[src/bsf_defines.svh]
// opcode patterns, flag positions, reset values and cycle counts of the
// branch/skip/fractional-multiply execute block
// assumes 16-bit instruction words and a 16-bit word-addressed program counter
`ifndef BSF_DEFINES_SVH
`define BSF_DEFINES_SVH

// flag register bit positions
`define BSF_FLAG_C 3'd0
`define BSF_FLAG_Z 3'd1
`define BSF_FLAG_N 3'd2
`define BSF_FLAG_V 3'd3
`define BSF_FLAG_S 3'd4
`define BSF_FLAG_H 3'd5
`define BSF_FLAG_T 3'd6
`define BSF_FLAG_I 3'd7

// reset values
`define BSF_FLAGS_RST 8'h00
`define BSF_PC_RST 16'h0000

// instruction masks and match values
`define BSF_M_FRAC_MULT_UNSIGNED 16'hff88
`define BSF_V_FRAC_MULT_UNSIGNED_U 16'h0308
`define BSF_V_FRAC_MULT_UNSIGNED_S 16'h0380
`define BSF_V_FRAC_MULT_UNSIGNED_SU 16'h0388
`define BSF_M_REL 16'hf000
`define BSF_V_RELATIVE_JUMP 16'hc000
`define BSF_V_RELATIVE_SUBROUTINE_INVOKE 16'hd000
`define BSF_M_FULL 16'hffff
`define BSF_V_INDIRECT_JUMP 16'h9409
`define BSF_V_INDIRECT_SUBROUTINE_INVOKE 16'h9509
`define BSF_V_RET 16'h9508
`define BSF_V_INTERRUPT_EXIT 16'h9518
`define BSF_M_ABS 16'hfe0e
`define BSF_V_JMP 16'h940c
`define BSF_V_CALL 16'h940e
`define BSF_M_RR 16'hfc00
`define BSF_V_COMPARE_SKIP_EQUAL 16'h1000
`define BSF_V_CP 16'h1400
`define BSF_V_CPC 16'h0400
`define BSF_V_CPI 16'h3000
`define BSF_M_SBR 16'hfe08
`define BSF_V_SKIP_IF_REG_BIT_CLEAR 16'hfc00
`define BSF_V_SKIP_IF_REG_BIT_SET 16'hfe00
`define BSF_M_SBI 16'hff00
`define BSF_V_SKIP_IF_IO_BIT_CLEAR 16'h9900
`define BSF_V_SKIP_IF_IO_BIT_SET 16'h9b00
`define BSF_V_BRANCH_IF_FLAG_BIT_SET 16'hf000
`define BSF_V_BRANCH_IF_FLAG_BIT_CLEAR 16'hf400

// execution time of each instruction class, in clock cycles
`define BSF_CYC_ONE 3'd1
`define BSF_CYC_FRAC_MULT_UNSIGNED 3'd2
`define BSF_CYC_RELATIVE_JUMP 3'd2
`define BSF_CYC_INDIRECT_JUMP 3'd2
`define BSF_CYC_JMP 3'd3
`define BSF_CYC_RELATIVE_SUBROUTINE_INVOKE 3'd3
`define BSF_CYC_INDIRECT_SUBROUTINE_INVOKE 3'd3
`define BSF_CYC_CALL 3'd4
`define BSF_CYC_RET 3'd4
`define BSF_CYC_BR_TAKEN 3'd2
`define BSF_CYC_SKIP1 3'd2
`define BSF_CYC_SKIP2 3'd3

`endif

[src/bsf_pkg.sv]
// types shared by the execute block and its multiplier
// assumes bsf_defines.svh is on the include path
package bsf_pkg;

	typedef enum logic [1:0]
	{
		BSF_ST_IDLE = 2'b01,
		BSF_ST_EXEC = 2'b10
	} bsf_state_t;

	typedef enum logic [1:0]
	{
		BSF_FM_UNSIGNED = 2'b00,
		BSF_FM_SIGNED = 2'b01,
		BSF_FM_SIGNED_UNSIGNED = 2'b10
	} bsf_frac_mult_unsigned_t;

	typedef struct packed {
		logic [15:0] prod;
		logic zero;
		logic carry;
	} bsf_mul_t;

	typedef struct packed {
		bsf_state_t state;
		logic [2:0] cnt;
		logic ready;
		logic [15:0] pc;
		logic [15:0] pc_pend;
		logic [7:0] flags;
		logic mul_pend;
		logic push_pend;
		logic pop_pend;
		logic iflag_pend;
		logic [15:0] ret_addr;
		logic done;
		logic push;
		logic pop;
		logic prod_wr;
		logic [15:0] prod;
	} bsf_core_t;

endpackage : bsf_pkg

[src/bsf_fracmul.sv]
// fractional multiplier: doubled 8x8 product with zero and carry
// result is registered one clock after the operands are presented
`timescale 1ns/1ps
`default_nettype none

module bsf_fracmul
	import bsf_pkg::*;
(
	// clock and reset
	input wire logic i_ref_clk,
	input wire logic i_rst_n,
	// operands
	input wire logic [7:0] i_a,
	input wire logic [7:0] i_b,
	input wire bsf_frac_mult_unsigned_t i_mode,
	// result
	output logic [15:0] o_prod,
	output logic o_zero,
	output logic o_carry
);

	bsf_mul_t s_r;
	bsf_mul_t s_nxt;

	always_comb
	begin
		logic signed [8:0] a_ext;
		logic signed [8:0] b_ext;
		logic signed [17:0] full;
		a_ext = (i_mode == BSF_FM_UNSIGNED) ? {1'b0, i_a} : {i_a[7], i_a};
		b_ext = (i_mode == BSF_FM_SIGNED) ? {i_b[7], i_b} : {1'b0, i_b};
		full = a_ext * b_ext;
		// carry is the product bit shifted out by the doubling
		s_nxt.carry = full[15];
		s_nxt.prod = {full[14:0], 1'b0};
		s_nxt.zero = (full[14:0] == 15'h0000);
	end

	always_ff @(posedge i_ref_clk or negedge i_rst_n)
	begin
		if (!i_rst_n)
			s_r <= '0;
		else
			s_r <= s_nxt;
	end

	assign o_prod = s_r.prod;
	assign o_zero = s_r.zero;
	assign o_carry = s_r.carry;

endmodule : bsf_fracmul

`default_nettype wire

[src/bsf_compare.sv]
// subtract-without-store flag generator for the compare instructions
// purely combinational; the caller registers the flags
`timescale 1ns/1ps
`default_nettype none

module bsf_compare
(
	// operands
	input wire logic [7:0] i_a,
	input wire logic [7:0] i_b,
	input wire logic i_use_carry,
	input wire logic i_carry_in,
	input wire logic i_zero_in,
	// flags
	output logic o_zero,
	output logic o_neg,
	output logic o_ovf,
	output logic o_carry,
	output logic o_half
);

	logic [7:0] res;
	logic cin;

	assign cin = i_use_carry & i_carry_in;
	assign res = i_a - i_b - {7'h00, cin};
	// with carry-in the zero flag only stays set, so multi-byte compares chain
	assign o_zero = (res == 8'h00) & (~i_use_carry | i_zero_in);
	assign o_neg = res[7];
	assign o_ovf = (i_a[7] & ~i_b[7] & ~res[7]) | (~i_a[7] & i_b[7] & res[7]);
	assign o_carry = (~i_a[7] & i_b[7]) | (i_b[7] & res[7]) | (res[7] & ~i_a[7]);
	assign o_half = (~i_a[3] & i_b[3]) | (i_b[3] & res[3]) | (res[3] & ~i_a[3]);

endmodule : bsf_compare

`default_nettype wire

[src/bsf_exec.sv]
// execute stage for fractional multiply, jumps, calls, returns, compares,
// skips and flag branches of an 8-bit core
// assumes fetch presents an instruction with its register operands already read,
// its second word for two-word forms, and whether the following one is two words
//
// How it works
// - fractional multiplies double product, set Z C
// - jumps: relative, via Z, absolute; 2/2/3 cycles
// - calls 3/3/4 cycles; returns pop pc, 4 cycles
// - equal compare skips next instruction, flags untouched
// - compares set Z N V C H, one cycle
// - register bit clear skips next instruction
// - register bit set skips next instruction
// - I/O bit clear skips, flags untouched
// - I/O bit set skips, flags untouched
// - branch on selected flag set: pc+k+1
// - branch on selected flag clear: pc+k+1
// - carry set/lower on C=1, clear/higher C=0
// - same-or-higher identical to carry-clear
// - signed ge when N xor V is 0
// - signed less when N xor V is 1
// - half-carry branches follow H
// - transfer-bit branches follow T
// - overflow branches follow V, no flag change
`timescale 1ns/1ps
`default_nettype none
`include "bsf_defines.svh"

module bsf_exec
	import bsf_pkg::*;
(
	// clock and reset
	input wire logic i_ref_clk,
	input wire logic i_rst_n,
	// instruction from fetch
	input wire logic i_instr_valid,
	input wire logic [15:0] i_instr,
	input wire logic [15:0] i_instr_word2,
	input wire logic i_next_two_word,
	// operand values
	input wire logic [7:0] i_op_d,
	input wire logic [7:0] i_op_r,
	input wire logic [7:0] i_io_val,
	input wire logic [15:0] i_z_ptr,
	input wire logic [15:0] i_stack_pc,
	// status toward fetch
	output logic o_ready,
	output logic [15:0] o_pc,
	output logic o_done,
	output logic [7:0] o_flags,
	// product write to the R1:R0 pair
	output logic o_prod_wr,
	output logic [15:0] o_prod,
	// return stack
	output logic o_stack_push,
	output logic [15:0] o_ret_addr,
	output logic o_stack_pop
);

	bsf_core_t s_r;
	bsf_core_t s_nxt;

	bsf_frac_mult_unsigned_t mul_mode;
	logic [15:0] mul_prod;
	logic mul_zero;
	logic mul_carry;
	logic [7:0] cmp_b;
	logic cmp_use_carry;
	logic cmp_zero;
	logic cmp_neg;
	logic cmp_ovf;
	logic cmp_carry;
	logic cmp_half;

	// pc + k + 1 for a sign-extended word offset
	function automatic logic [15:0] bsf_rel_target(input logic [15:0] pc,
		input logic [15:0] off);
		bsf_rel_target = pc + off + 16'h0001;
	endfunction : bsf_rel_target

	function automatic logic bsf_match(input logic [15:0] instr,
		input logic [15:0] mask, input logic [15:0] val);
		bsf_match = ((instr & mask) == val);
	endfunction : bsf_match

	// the product is read one clock after acceptance, in the second cycle
	always_comb
	begin
		if (bsf_match(i_instr, `BSF_M_FRAC_MULT_UNSIGNED, `BSF_V_FRAC_MULT_UNSIGNED_S))
			mul_mode = BSF_FM_SIGNED;
		else if (bsf_match(i_instr, `BSF_M_FRAC_MULT_UNSIGNED, `BSF_V_FRAC_MULT_UNSIGNED_SU))
			mul_mode = BSF_FM_SIGNED_UNSIGNED;
		else
			mul_mode = BSF_FM_UNSIGNED;
	end

	bsf_fracmul u_fracmul
	(
		.i_ref_clk(i_ref_clk),
		.i_rst_n(i_rst_n),
		.i_a(i_op_d),
		.i_b(i_op_r),
		.i_mode(mul_mode),
		.o_prod(mul_prod),
		.o_zero(mul_zero),
		.o_carry(mul_carry)
	);

	// immediate compare takes its constant from the instruction
	assign cmp_b = bsf_match(i_instr, `BSF_M_REL, `BSF_V_CPI) ?
		{i_instr[11:8], i_instr[3:0]} : i_op_r;
	assign cmp_use_carry = bsf_match(i_instr, `BSF_M_RR, `BSF_V_CPC);

	bsf_compare u_compare
	(
		.i_a(i_op_d),
		.i_b(cmp_b),
		.i_use_carry(cmp_use_carry),
		.i_carry_in(s_r.flags[`BSF_FLAG_C]),
		.i_zero_in(s_r.flags[`BSF_FLAG_Z]),
		.o_zero(cmp_zero),
		.o_neg(cmp_neg),
		.o_ovf(cmp_ovf),
		.o_carry(cmp_carry),
		.o_half(cmp_half)
	);

	always_comb
	begin
		logic [2:0] cyc;
		logic [15:0] tgt;
		logic [15:0] seq;
		logic [15:0] skip_tgt;
		logic [2:0] skip_cyc;
		logic [7:0] flags_new;
		logic is_mul;
		logic push;
		logic pop;
		logic set_i;
		logic flag_bit;
		cyc = `BSF_CYC_ONE;
		seq = s_r.pc + 16'h0001;
		tgt = seq;
		flags_new = s_r.flags;
		is_mul = 1'b0;
		push = 1'b0;
		pop = 1'b0;
		set_i = 1'b0;
		flag_bit = s_r.flags[i_instr[2:0]];
		// a skip steps over one or two words and costs a cycle per word
		skip_tgt = i_next_two_word ? (s_r.pc + 16'h0003) : (s_r.pc + 16'h0002);
		skip_cyc = i_next_two_word ? `BSF_CYC_SKIP2 : `BSF_CYC_SKIP1;
		s_nxt = s_r;
		s_nxt.done = 1'b0;
		s_nxt.push = 1'b0;
		s_nxt.pop = 1'b0;
		s_nxt.prod_wr = 1'b0;
		case (s_r.state)
			BSF_ST_IDLE:
			begin
				if (i_instr_valid)
				begin
					if (bsf_match(i_instr, `BSF_M_FRAC_MULT_UNSIGNED, `BSF_V_FRAC_MULT_UNSIGNED_U) ||
						bsf_match(i_instr, `BSF_M_FRAC_MULT_UNSIGNED, `BSF_V_FRAC_MULT_UNSIGNED_S) ||
						bsf_match(i_instr, `BSF_M_FRAC_MULT_UNSIGNED, `BSF_V_FRAC_MULT_UNSIGNED_SU))
					begin
						cyc = `BSF_CYC_FRAC_MULT_UNSIGNED;
						is_mul = 1'b1;
					end
					else if (bsf_match(i_instr, `BSF_M_REL, `BSF_V_RELATIVE_JUMP))
					begin
						tgt = bsf_rel_target(s_r.pc, {{4{i_instr[11]}}, i_instr[11:0]});
						cyc = `BSF_CYC_RELATIVE_JUMP;
					end
					else if (bsf_match(i_instr, `BSF_M_FULL, `BSF_V_INDIRECT_JUMP))
					begin
						tgt = i_z_ptr;
						cyc = `BSF_CYC_INDIRECT_JUMP;
					end
					else if (bsf_match(i_instr, `BSF_M_ABS, `BSF_V_JMP))
					begin
						// only the low 16 target bits fit this program counter
						tgt = i_instr_word2;
						cyc = `BSF_CYC_JMP;
					end
					else if (bsf_match(i_instr, `BSF_M_REL, `BSF_V_RELATIVE_SUBROUTINE_INVOKE))
					begin
						tgt = bsf_rel_target(s_r.pc, {{4{i_instr[11]}}, i_instr[11:0]});
						cyc = `BSF_CYC_RELATIVE_SUBROUTINE_INVOKE;
						push = 1'b1;
						s_nxt.ret_addr = seq;
					end
					else if (bsf_match(i_instr, `BSF_M_FULL, `BSF_V_INDIRECT_SUBROUTINE_INVOKE))
					begin
						tgt = i_z_ptr;
						cyc = `BSF_CYC_INDIRECT_SUBROUTINE_INVOKE;
						push = 1'b1;
						s_nxt.ret_addr = seq;
					end
					else if (bsf_match(i_instr, `BSF_M_ABS, `BSF_V_CALL))
					begin
						tgt = i_instr_word2;
						cyc = `BSF_CYC_CALL;
						push = 1'b1;
						// return lands past the second word
						s_nxt.ret_addr = s_r.pc + 16'h0002;
					end
					else if (bsf_match(i_instr, `BSF_M_FULL, `BSF_V_RET) ||
						bsf_match(i_instr, `BSF_M_FULL, `BSF_V_INTERRUPT_EXIT))
					begin
						tgt = i_stack_pc;
						cyc = `BSF_CYC_RET;
						pop = 1'b1;
						// interrupt exit re-enables interrupts
						set_i = bsf_match(i_instr, `BSF_M_FULL, `BSF_V_INTERRUPT_EXIT);
					end
					else if (bsf_match(i_instr, `BSF_M_RR, `BSF_V_COMPARE_SKIP_EQUAL))
					begin
						if (i_op_d == i_op_r)
						begin
							tgt = skip_tgt;
							cyc = skip_cyc;
						end
					end
					else if (bsf_match(i_instr, `BSF_M_RR, `BSF_V_CP) ||
						bsf_match(i_instr, `BSF_M_RR, `BSF_V_CPC) ||
						bsf_match(i_instr, `BSF_M_REL, `BSF_V_CPI))
					begin
						// no result register is written, only the flags
						flags_new[`BSF_FLAG_Z] = cmp_zero;
						flags_new[`BSF_FLAG_N] = cmp_neg;
						flags_new[`BSF_FLAG_V] = cmp_ovf;
						flags_new[`BSF_FLAG_C] = cmp_carry;
						flags_new[`BSF_FLAG_H] = cmp_half;
					end
					else if (bsf_match(i_instr, `BSF_M_SBR, `BSF_V_SKIP_IF_REG_BIT_CLEAR))
					begin
						if (!i_op_r[i_instr[2:0]])
						begin
							tgt = skip_tgt;
							cyc = skip_cyc;
						end
					end
					else if (bsf_match(i_instr, `BSF_M_SBR, `BSF_V_SKIP_IF_REG_BIT_SET))
					begin
						if (i_op_r[i_instr[2:0]])
						begin
							tgt = skip_tgt;
							cyc = skip_cyc;
						end
					end
					else if (bsf_match(i_instr, `BSF_M_SBI, `BSF_V_SKIP_IF_IO_BIT_CLEAR))
					begin
						if (!i_io_val[i_instr[2:0]])
						begin
							tgt = skip_tgt;
							cyc = skip_cyc;
						end
					end
					else if (bsf_match(i_instr, `BSF_M_SBI, `BSF_V_SKIP_IF_IO_BIT_SET))
					begin
						if (i_io_val[i_instr[2:0]])
						begin
							tgt = skip_tgt;
							cyc = skip_cyc;
						end
					end
					else if (bsf_match(i_instr, `BSF_M_RR, `BSF_V_BRANCH_IF_FLAG_BIT_SET) ||
						bsf_match(i_instr, `BSF_M_RR, `BSF_V_BRANCH_IF_FLAG_BIT_CLEAR))
					begin
						// all named flag branches are aliases of these two: the
						// flag index picks Z, C, N, V, H, T, I; the signed pair at the
						// S index tests N xor V directly, the S bit itself is not read
						if (i_instr[2:0] == `BSF_FLAG_S)
							flag_bit = s_r.flags[`BSF_FLAG_N] ^ s_r.flags[`BSF_FLAG_V];
						else
							flag_bit = s_r.flags[i_instr[2:0]];
						if (flag_bit != i_instr[10])
						begin
							tgt = bsf_rel_target(s_r.pc, {{9{i_instr[9]}}, i_instr[9:3]});
							cyc = `BSF_CYC_BR_TAKEN;
						end
					end
					// other opcodes belong to other units and just advance here
					if (cyc == `BSF_CYC_ONE)
					begin
						s_nxt.pc = tgt;
						s_nxt.flags = flags_new;
						s_nxt.done = 1'b1;
					end
					else
					begin
						s_nxt.state = BSF_ST_EXEC;
						s_nxt.ready = 1'b0;
						s_nxt.cnt = cyc - 3'd1;
						s_nxt.pc_pend = tgt;
						s_nxt.mul_pend = is_mul;
						s_nxt.push_pend = push;
						s_nxt.pop_pend = pop;
						s_nxt.iflag_pend = set_i;
					end
				end
			end
			BSF_ST_EXEC:
			begin
				if (s_r.cnt == 3'd1)
				begin
					s_nxt.state = BSF_ST_IDLE;
					s_nxt.ready = 1'b1;
					s_nxt.cnt = 3'd0;
					s_nxt.pc = s_r.pc_pend;
					s_nxt.done = 1'b1;
					s_nxt.push = s_r.push_pend;
					s_nxt.pop = s_r.pop_pend;
					if (s_r.iflag_pend)
						s_nxt.flags[`BSF_FLAG_I] = 1'b1;
					if (s_r.mul_pend)
					begin
						// only zero and carry move; R1:R0 gets the doubled product
						s_nxt.prod = mul_prod;
						s_nxt.prod_wr = 1'b1;
						s_nxt.flags[`BSF_FLAG_Z] = mul_zero;
						s_nxt.flags[`BSF_FLAG_C] = mul_carry;
					end
				end
				else
				begin
					s_nxt.cnt = s_r.cnt - 3'd1;
				end
			end
			default:
			begin
				s_nxt = '0;
				s_nxt.state = BSF_ST_IDLE;
				s_nxt.ready = 1'b1;
				s_nxt.pc = `BSF_PC_RST;
				s_nxt.flags = `BSF_FLAGS_RST;
			end
		endcase
	end

	always_ff @(posedge i_ref_clk or negedge i_rst_n)
	begin
		if (!i_rst_n)
		begin
			s_r <= '0;
			s_r.state <= BSF_ST_IDLE;
			s_r.ready <= 1'b1;
			s_r.pc <= `BSF_PC_RST;
			s_r.flags <= `BSF_FLAGS_RST;
		end
		else
		begin
			s_r <= s_nxt;
		end
	end

	assign o_ready = s_r.ready;
	assign o_pc = s_r.pc;
	assign o_done = s_r.done;
	assign o_flags = s_r.flags;
	assign o_prod_wr = s_r.prod_wr;
	assign o_prod = s_r.prod;
	assign o_stack_push = s_r.push;
	assign o_ret_addr = s_r.ret_addr;
	assign o_stack_pop = s_r.pop;

endmodule : bsf_exec

`default_nettype wire

[config.mk]
export PLATFORM = sky130hd
export DESIGN_NAME = bsf_exec
export DESIGN_NICKNAME = d
export VERILOG_FILES = /design/src/bsf_pkg.sv /design/src/bsf_fracmul.sv /design/src/bsf_compare.sv /design/src/bsf_exec.sv
export VERILOG_INCLUDE_DIRS = /design/src
export SDC_FILE = /design/constraint.sdc
export NUM_CORES = 1
export LEC_CHECK = 0
export BUFFER_PORTS_ARGS = -buffer_cell sky130_fd_sc_hd__buf_2
export CAP_MARGIN = 20
export CORE_ASPECT_RATIO = 2
export CORE_MARGIN = 1
export CORE_UTILIZATION = 55
export DETAILED_ROUTE_END_ITERATION = 16
export PLACE_DENSITY = 0.9
export SKIP_LAST_GASP = 1
export SYNTH_ARGS = -nofsm -noshare
export SYNTH_HDL_FRONTEND = slang
export SYNTH_SLANG_ARGS = --single-unit
[constraint.sdc]
create_clock -name i_ref_clk -period 3.5 [get_ports i_ref_clk]
set_clock_uncertainty 0.1 [all_clocks]
set_input_delay 0.525 -clock i_ref_clk [delete_from_list [all_inputs] [get_ports i_ref_clk]]
set_output_delay 0.525 -clock i_ref_clk [all_outputs]
set_load 0.01 [all_outputs]
==> impl_metrics.toml, run 1 <==
[status]
status = "aborted with a tool error"
lastStage = "5_1_grt"
firstError = "[ERROR GRT-0116] Global routing finished with congestion. Check the congestion regions in the DRC Viewer."

[place]
place_hpwl_microns = 52500
detailed_place.area_sq_um = 16700
port_buffers = 149
routabilityCongestion = 1.20

[synth]
yosysMostFrequentCell = "nand2_1"
netlist-cell-type-count = 92
ys_ff_latch = 99
avgSynthCellArea_sq_um = 8.09
synth_largest_area_cell = "dfrtp_1"
yosysWarnings = 0
synthFlopType = "dfrtp_1"
synth_edf_count = 0
synth_top_area_frac = 0.181
ys_seq_area_frac = 0.183
synth.cell_area_sq_um = 13500
synthTopCellsByCount = "nand2_1, inv_1, a21oi_1"
ys_top_cells_by_area = "dfrtp_1, fa_1, ha_1"
async_flop_share = 1.00
syn_inst = 1675

[global_routing]
grt_pass1_wl_microns = 115000
grt-ovfl-total = 61
grtUsageTotal = 0.629
grt_start_max_net_pins = 79
grt_pass1_vias = 18058

[die]
die_w_microns = 113
fp-row-count = 80
floorplan.initialDensity = 0.564
io_pins = 153
die_y_microns = 224

[cts]
cts-root-buf = "clkbuf_16"
clock_path_buffers = 2
cts.sinks = 99
postCtsHoldBufs = 0
cts_buffers = 9
htree_levels = 3
-- logic make-up after synthesis --
| family | count (synthesis) | share of synthesized area |
|---|---|---|
| AO/OA/AOI/OAI | 472 | 0.229 |
| XOR/XNOR | 101 | 0.0664 |
| adder cells (fa/ha/maj) | 164 | 0.189 |
| buffers and inverters | 279 | 0.0993 |
| flip-flops | 99 | 0.183 |
| multiplexers | 50 | 0.0448 |
| other | 1 | 0.000277 |
| AND/OR/NAND/NOR | 509 | 0.188 |
-- layer usage --
metal / overflow / global-route usage
met4: 22 / 0.723
met1: 0 / 0.584
met3: 1 / 0.374
met2: 38 / 0.881
met5: 0 / 0.0505
-- metrics by stage --
| stage | worst slack (ns) | cells | TNS, ns |
|---|---|---|---|
| 2_1_floorplan | -2.31 | 1677 | -16.49 |
| 3_3_place_gp | -2.67 | 2318 | -38.56 |
| 3_5_place_dp | -2.84 | 2318 | -44.09 |
| 4_1_cts | -2.25 | 2338 | -15.88 |
-- timing repair --
item                                    4_1_cts
endpoints found under the setup margin       52
buffers inserted                              5
pin swaps                                    29
resized for setup                            50
==> run 2: changes to the inputs <==
- CORE_ASPECT_RATIO: 2 -> unset
- CORE_UTILIZATION: 55 -> 40
- PLACE_DENSITY: 0.9 -> unset
- PLACE_DENSITY_LB_ADDON: unset -> 0.15
- clock period: 3.5 -> 4.55 ns (I/O delays scaled with it)
==> run 2 against run 1 <==
- synthesized cell count unchanged
- the flow now finishes, with violations (setup timing)
- area after synthesis unchanged
==> impl_metrics.toml, run 2 <==
[sta]
slew_headroom = 0.352
post-route-period-util = 1.23
max_freq_mhz = 178
hold_viol = 0
setup_slack_ns = -1.06
grt_setup_unrepaired = "yes"
min_period_ns = 5.61
tightest_slew_ns = 0.972
maxSlewViolCount = 0
setup_viol = 9

[synth]
synth-compound-area-share = 0.229
synthTopCellsByCount = "nand2_1, inv_1, a21oi_1"
synth-xor-area-share = 0.0664
synth_mux_area_frac = 0.0448
async_flop_share = 1.00
ys_seq_area_frac = 0.183
synthFlopType = "dfrtp_1"
syn_inst = 1675
ys_top_cells_by_area = "dfrtp_1, fa_1, ha_1"
yosys.area_share.adder = 0.189
synth_top_family_by_area = "compound AO/OA/AOI/OAI gates"
ys_ff_latch = 99
synth.cell_area_sq_um = 13500
netlist-cell-type-count = 92
avgSynthCellArea_sq_um = 8.09
synth_edf_count = 0
synthSimpleGateAreaFrac = 0.188
synth_top_area_frac = 0.181
yosysWarnings = 0
synth_largest_area_cell = "dfrtp_1"
yosysMostFrequentCell = "nand2_1"

[global_routing]
antenna_found_initial = 3
grt_pass1_wl_microns = 83200
grt-ovfl-total = 0
grtUsageTotal = 0.331
grt_start_max_net_pins = 76
grt_pass1_vias = 13326

[worst_setup_path]
worstSetupPathDepth = 22
reg2reg_slack_ns = 0.70
worstPathBufferInverterCount = 5
crit_path_start = "i_instr[14]"
cp-start-kind = "input port"
timing.rr.start = "o_pc[0]$_DFFE_PN0P_"
crit_path_end = "u_fracmul.o_zero$_DFF_PN0_"
path_cells = "buf_8, nor4_4, and4_4, nand4_1, nand2b_4, fa_1, fa_1, inv_1, fa_1, fa_1, inv_1, fa_1, inv_2, ha_4, inv_2, nor2_2, nor2_2, o21bai_1, a21oi_2, xnor2_2, or4b_4, nor4_2"
reg2reg_to = "s_r[62]$_DFFE_PN0P_"
path_class = "input port to flip-flop"
crit_fanout = 3
crit_arrival_ns = 5.78
cp_top_family = "adder cells"
cp-end-kind = "flip-flop"
critical-path-max-stage-delay_ns = 0.50
r2r_cells = 13
path_common_cell = "fa_1"
cp.required_ns = 4.72
slowest_stage = "fa_1"

[cts]
cts_buffers = 9
clkTransAtPathRegs_ns = 0.07
htree_levels = 3
cts-root-buf = "clkbuf_16"
cts.sinks = 99
clock_latency_ns = 0.36
cts_tree = "yes"
clock_path_buffers = 2

[detailed_routing]
vias = 13738
topRoutingLayerUsed = "met4"
drtIter0Drc = 1323
wl_met1_microns = 22500
vias_per_cell = 5.97
ant_nets = 0
wirelength_microns = 56600
dr_wl_met3_microns = 4640
route.met2.wl_microns = 25200
wire_per_inst_microns = 24.6
first_pass_iters = 6
drcViolationCount = 0

[die]
io_pins = 153
core_area_sq_um = 33400
floorplan.initialDensity = 0.405
die_w_microns = 186
fp-row-count = 67
die-area_sq_um = 34600
die_y_microns = 186

[status]
status = "complete, but fails checks"
violations = "setup timing"

[finish]
register_area_sq_um = 2480
utilization = 0.473
multi_input_area_sq_um = 9930
final_cell_mix = "nand2_1, buf_4, buf_2, inv_1, a21oi_1"
nFillCells = 3367
layout_commonest_cell = "nand2_1"
drive_gt1_frac = 0.226
area_growth_pct = 16.8
max_flop_register = "s_r"
nNetsFinal = 2103
largest_reg_flops = 25
fin_cells = 2303

[min_path]
min-delay-path-class = "flip-flop to flip-flop"
holdCritStartpoint = "u_fracmul.o_prod[3]$_DFF_PN0_"

[place]
place_hpwl_microns = 44600
dp.cells = 2276
port_buffers = 149
routabilityCongestion = 1.07

[pwr]
p_per_area_nw_per_um2 = 422
irDropWorstVdd_mv = 0.512
p_leak_nw = 7.42

[flow_run]
max-cap-violations = 0
==> run 2: cell counts after synthesis <==
No cell type changed its count.
==> run 2: per-stage QoR <==
step                      hold slack (ns)  area [sq um]  TNS [ns]  power (mW)  setup WS [ns]
final                               0.367         15800     -6.68        6.68          -1.06
after global routing                0.378         15800     -7.81        7.13          -1.19
after CTS                           0.367         15700     -6.07        6.43          -1.02
after detailed placement            0.349         15300    -11.49        5.43          -1.73
after global placement              0.348         15200    -10.98        5.39          -1.65
after floorplan                     0.287         13600     -7.51        3.91          -1.42
==> run 2: layout make-up <==
class	count	share of cell area
antenna	3	0.000474
clock buffer	12	0.0168
clock inverter	4	0.00348
inverter	123	0.0292
multi-input combinational	1299	0.627
sequential	99	0.157
tap	448	0.0354
timing repair buffer	315	0.131
==> run 2: worst min-delay path by stage <==
stage | cells past startpoint | end | slack [ns]
global route | 1 | o_prod[8]$_DFFE_PN0P_ | 0.38
CTS | 1 | o_prod[3]$_DFFE_PN0P_ | 0.37
global placement | 1 | o_prod[5]$_DFFE_PN0P_ | 0.35
detailed placement | 1 | o_prod[6]$_DFFE_PN0P_ | 0.35
finish | 1 | o_prod[3]$_DFFE_PN0P_ | 0.37
floorplan | 0 | o_done$_DFF_PN0_ | 0.29
==> run 2: repair_timing <==
| action | 4_1_cts | 5_1_grt |
|---|---|---|
| gates resized for setup | 20 | 16 |
| setup endpoints to repair | 9 | 9 |
| buffers inserted | 6 | 7 |
| endpoints found under the hold margin | 0 | 0 |
| hold buffers | 0 | 0 |
| pin swaps | 17 | 17 |
==> run 2: logic make-up after synthesis <==
kind of cell	Yosys count
flops	99
other cells	1
compound gates	472
mux	50
fa+ha+maj	164
buf+inv	279
xor+xnor	101
simple gates	509
==> run 2: where the power goes <==
group / total (mW) / internal [mW] / switching, mW
Combinational: 4.54 / 1.90 / 2.64
Clock: 0.825 / 0.476 / 0.349
Sequential: 1.31 / 1.09 / 0.220
Total: 6.68 / 3.46 / 3.21
==> run 2: worst register-to-register path: cells and delay by family (launching register included) <==
family | cells | cell delay (ns)
AO/OA/AOI/OAI | 8 | 2.03
adder cells (fa/ha/maj) | 2 | 0.66
buffers and inverters | 2 | 0.35
flip-flops | 1 | 0.38
AND/OR/NAND/NOR | 1 | 0.27
==> run 2: layer usage <==
metal	track usage	vias up
met5	0	-
met4	0.216	0
met3	0.0679	195
met2	0.524	673
met1	0.407	6640
li1	-	6230
Note: power is estimated with default switching activity, not from simulation.
==> run 3: changes to the inputs <==
- RECOVER_POWER: unset -> 25
- clock period: 4.55 -> 5.5 ns (I/O delays scaled with it)
==> run 3 against run 2 <==
- first-iteration DRC count shrank 12%
- clock power shrank 22%
- total power shrank 22%
- the run ends with capacitance limit, slew limit, setup timing left
==> impl_metrics.toml, run 3 (synthesis results as in run 2) <==
[status]
status = "complete, but fails checks"
violations = "capacitance limit, slew limit, setup timing"

[worst_setup_path]
path_class = "input port to flip-flop"
reg2reg_to = "o_pc[12]$_DFFE_PN0P_"
cp-start-kind = "input port"
crit_fanout = 6
cp.required_ns = 5.67
cp-end-kind = "flip-flop"
crit_arrival_ns = 5.93
reg2reg_slack_ns = 1.28
r2r_cells = 14
timing.rr.start = "o_pc[0]$_DFFE_PN0P_"

[sta]
slew_headroom = -0.886
fin_setup_tns_ns = -0.704
grt_setup_unrepaired = "yes"
setup_slack_ns = -0.260
setup_viol = 5
post-route-period-util = 1.05
hold_viol = 0
tightest_slew_ns = 2.83
min_period_ns = 5.76
max_freq_mhz = 174
maxSlewViolCount = 50

[die]
die_y_microns = 186
floorplan.initialDensity = 0.405
core_area_sq_um = 33400
fp-row-count = 67
die_w_microns = 186
die-area_sq_um = 34600
io_pins = 153

[pwr]
irDropWorstVdd_mv = 0.434
p_per_area_nw_per_um2 = 336
power_mw = 5.18
p_leak_nw = 7.17

[cts]
clock_path_buffers = 2
cts-root-buf = "clkbuf_16"
clock_latency_ns = 0.36
htree_levels = 3
clkTransAtPathRegs_ns = 0.07
cts.sinks = 99
cts_buffers = 9
cts_tree = "yes"

[global_routing]
grt_pass1_vias = 13005
grtUsageTotal = 0.327
grt-ovfl-total = 0
grt_pass1_wl_microns = 82200
grt_start_max_net_pins = 52
antenna_found_initial = 3

[detailed_routing]
wirelength_microns = 55500
drtIter0Drc = 1165
ant_nets = 0
wire_per_inst_microns = 24.5
first_pass_iters = 6
vias_per_cell = 5.90
drcViolationCount = 0
vias = 13369

[place]
routabilityCongestion = 1.09
place_ws_ns = -0.907
port_buffers = 149
place_hpwl_microns = 43700

[min_path]
min-delay-path-class = "flip-flop to flip-flop"
holdCritStartpoint = "u_fracmul.o_prod[8]$_DFF_PN0_"
whs_path_depth = 1
hold_end = "o_prod[8]$_DFFE_PN0P_"

[finish]
nFillCells = 3426
nNetsFinal = 2067
max_flop_register = "s_r"
drive_gt1_frac = 0.201
largest_reg_flops = 25
layout_commonest_cell = "nand2_1"
area_growth_pct = 14.0
final_cell_mix = "nand2_1, buf_2, buf_4, inv_1, a21oi_1"

[flow_run]
max-cap-violations = 1
run 3: worst max path at each step:
stage / startpoint / to / slack, ns / depth (start not counted)
floorplan: i_instr[14] / u_fracmul.o_zero$_DFF_PN0_ / -0.61 / 22
global placement: i_instr[12] / u_fracmul.o_zero$_DFF_PN0_ / -0.84 / 23
detailed placement: i_instr[12] / u_fracmul.o_zero$_DFF_PN0_ / -0.91 / 23
CTS: i_instr[15] / u_fracmul.o_zero$_DFF_PN0_ / -0.20 / 22
global route: i_instr[14] / u_fracmul.o_zero$_DFF_PN0_ / -0.49 / 18
finish: i_instr[14] / u_fracmul.o_zero$_DFF_PN0_ / -0.26 / 22
run 3: metrics by stage:
stage / cell area, sq um / instances / utilization / hold WS [ns]
global route: 15400 / 2264 / 0.462 / 0.378
finish: 15400 / 2265 / 0.462 / 0.361
detailed placement: 15000 / 2244 / 0.448 / 0.348
global placement: 15000 / 2244 / 0.448 / 0.349
CTS: 15400 / 2261 / 0.460 / 0.367
floorplan: 13600 / 1677 / - / 0.340
run 3: layout make-up:
cell class | count | area, sq um | share of cell area
Antenna cell | 2 | 5.00 | 0.000324
Clock inverter | 4 | 51.3 | 0.00332
Inverter | 123 | 462 | 0.0299
Sequential cell | 99 | 2480 | 0.161
Timing Repair Buffer | 279 | 1720 | 0.111
Clock buffer | 11 | 243 | 0.0157
Tap cell | 448 | 561 | 0.0363
Multi-Input combinational cell | 1299 | 9920 | 0.642
run 3: critical path, stage by stage:
cell and delay [ns]:
buf_6 0.10, nor4_4 0.29, and4_4 0.33, nand2_4 0.07, nor2_4 0.10, buf_4 0.14
and2_1 0.15, buf_4 0.12, fa_1 0.45, inv_2 0.12, fa_1 0.39, inv_1 0.08
fa_1 0.44, fa_1 0.51, ha_1 0.31, ha_1 0.38, a21oi_1 0.30, o21ai_4 0.11
a21o_1 0.18, a21oi_2 0.17, xnor2_2 0.11, nor4_4 0.26
run 3: repair_timing:
action / CTS / global route
buffers inserted: 2 / 2
gates resized for setup: 16 / 10
pin swaps: 18 / 13
hold buffers: 0 / 0
setup endpoints to repair: 6 / 6
run 3: power breakdown:
part / internal [mW] / switching, mW / total [mW]
clock: 0.363 / 0.279 / 0.642
sequential: 0.904 / 0.180 / 1.08
combinational: 1.34 / 2.12 / 3.46
total: 2.61 / 2.58 / 5.18
run 3: layer usage:
metal / GRT usage / vias up / part of all wire
met3: 0.0653 / 154 / 0.081
met2: 0.521 / 635 / 0.46
met1: 0.404 / 6412 / 0.39
li1: - / 6168 / -
met5: 0 / - / 0
met4: 0.204 / 0 / 0.065
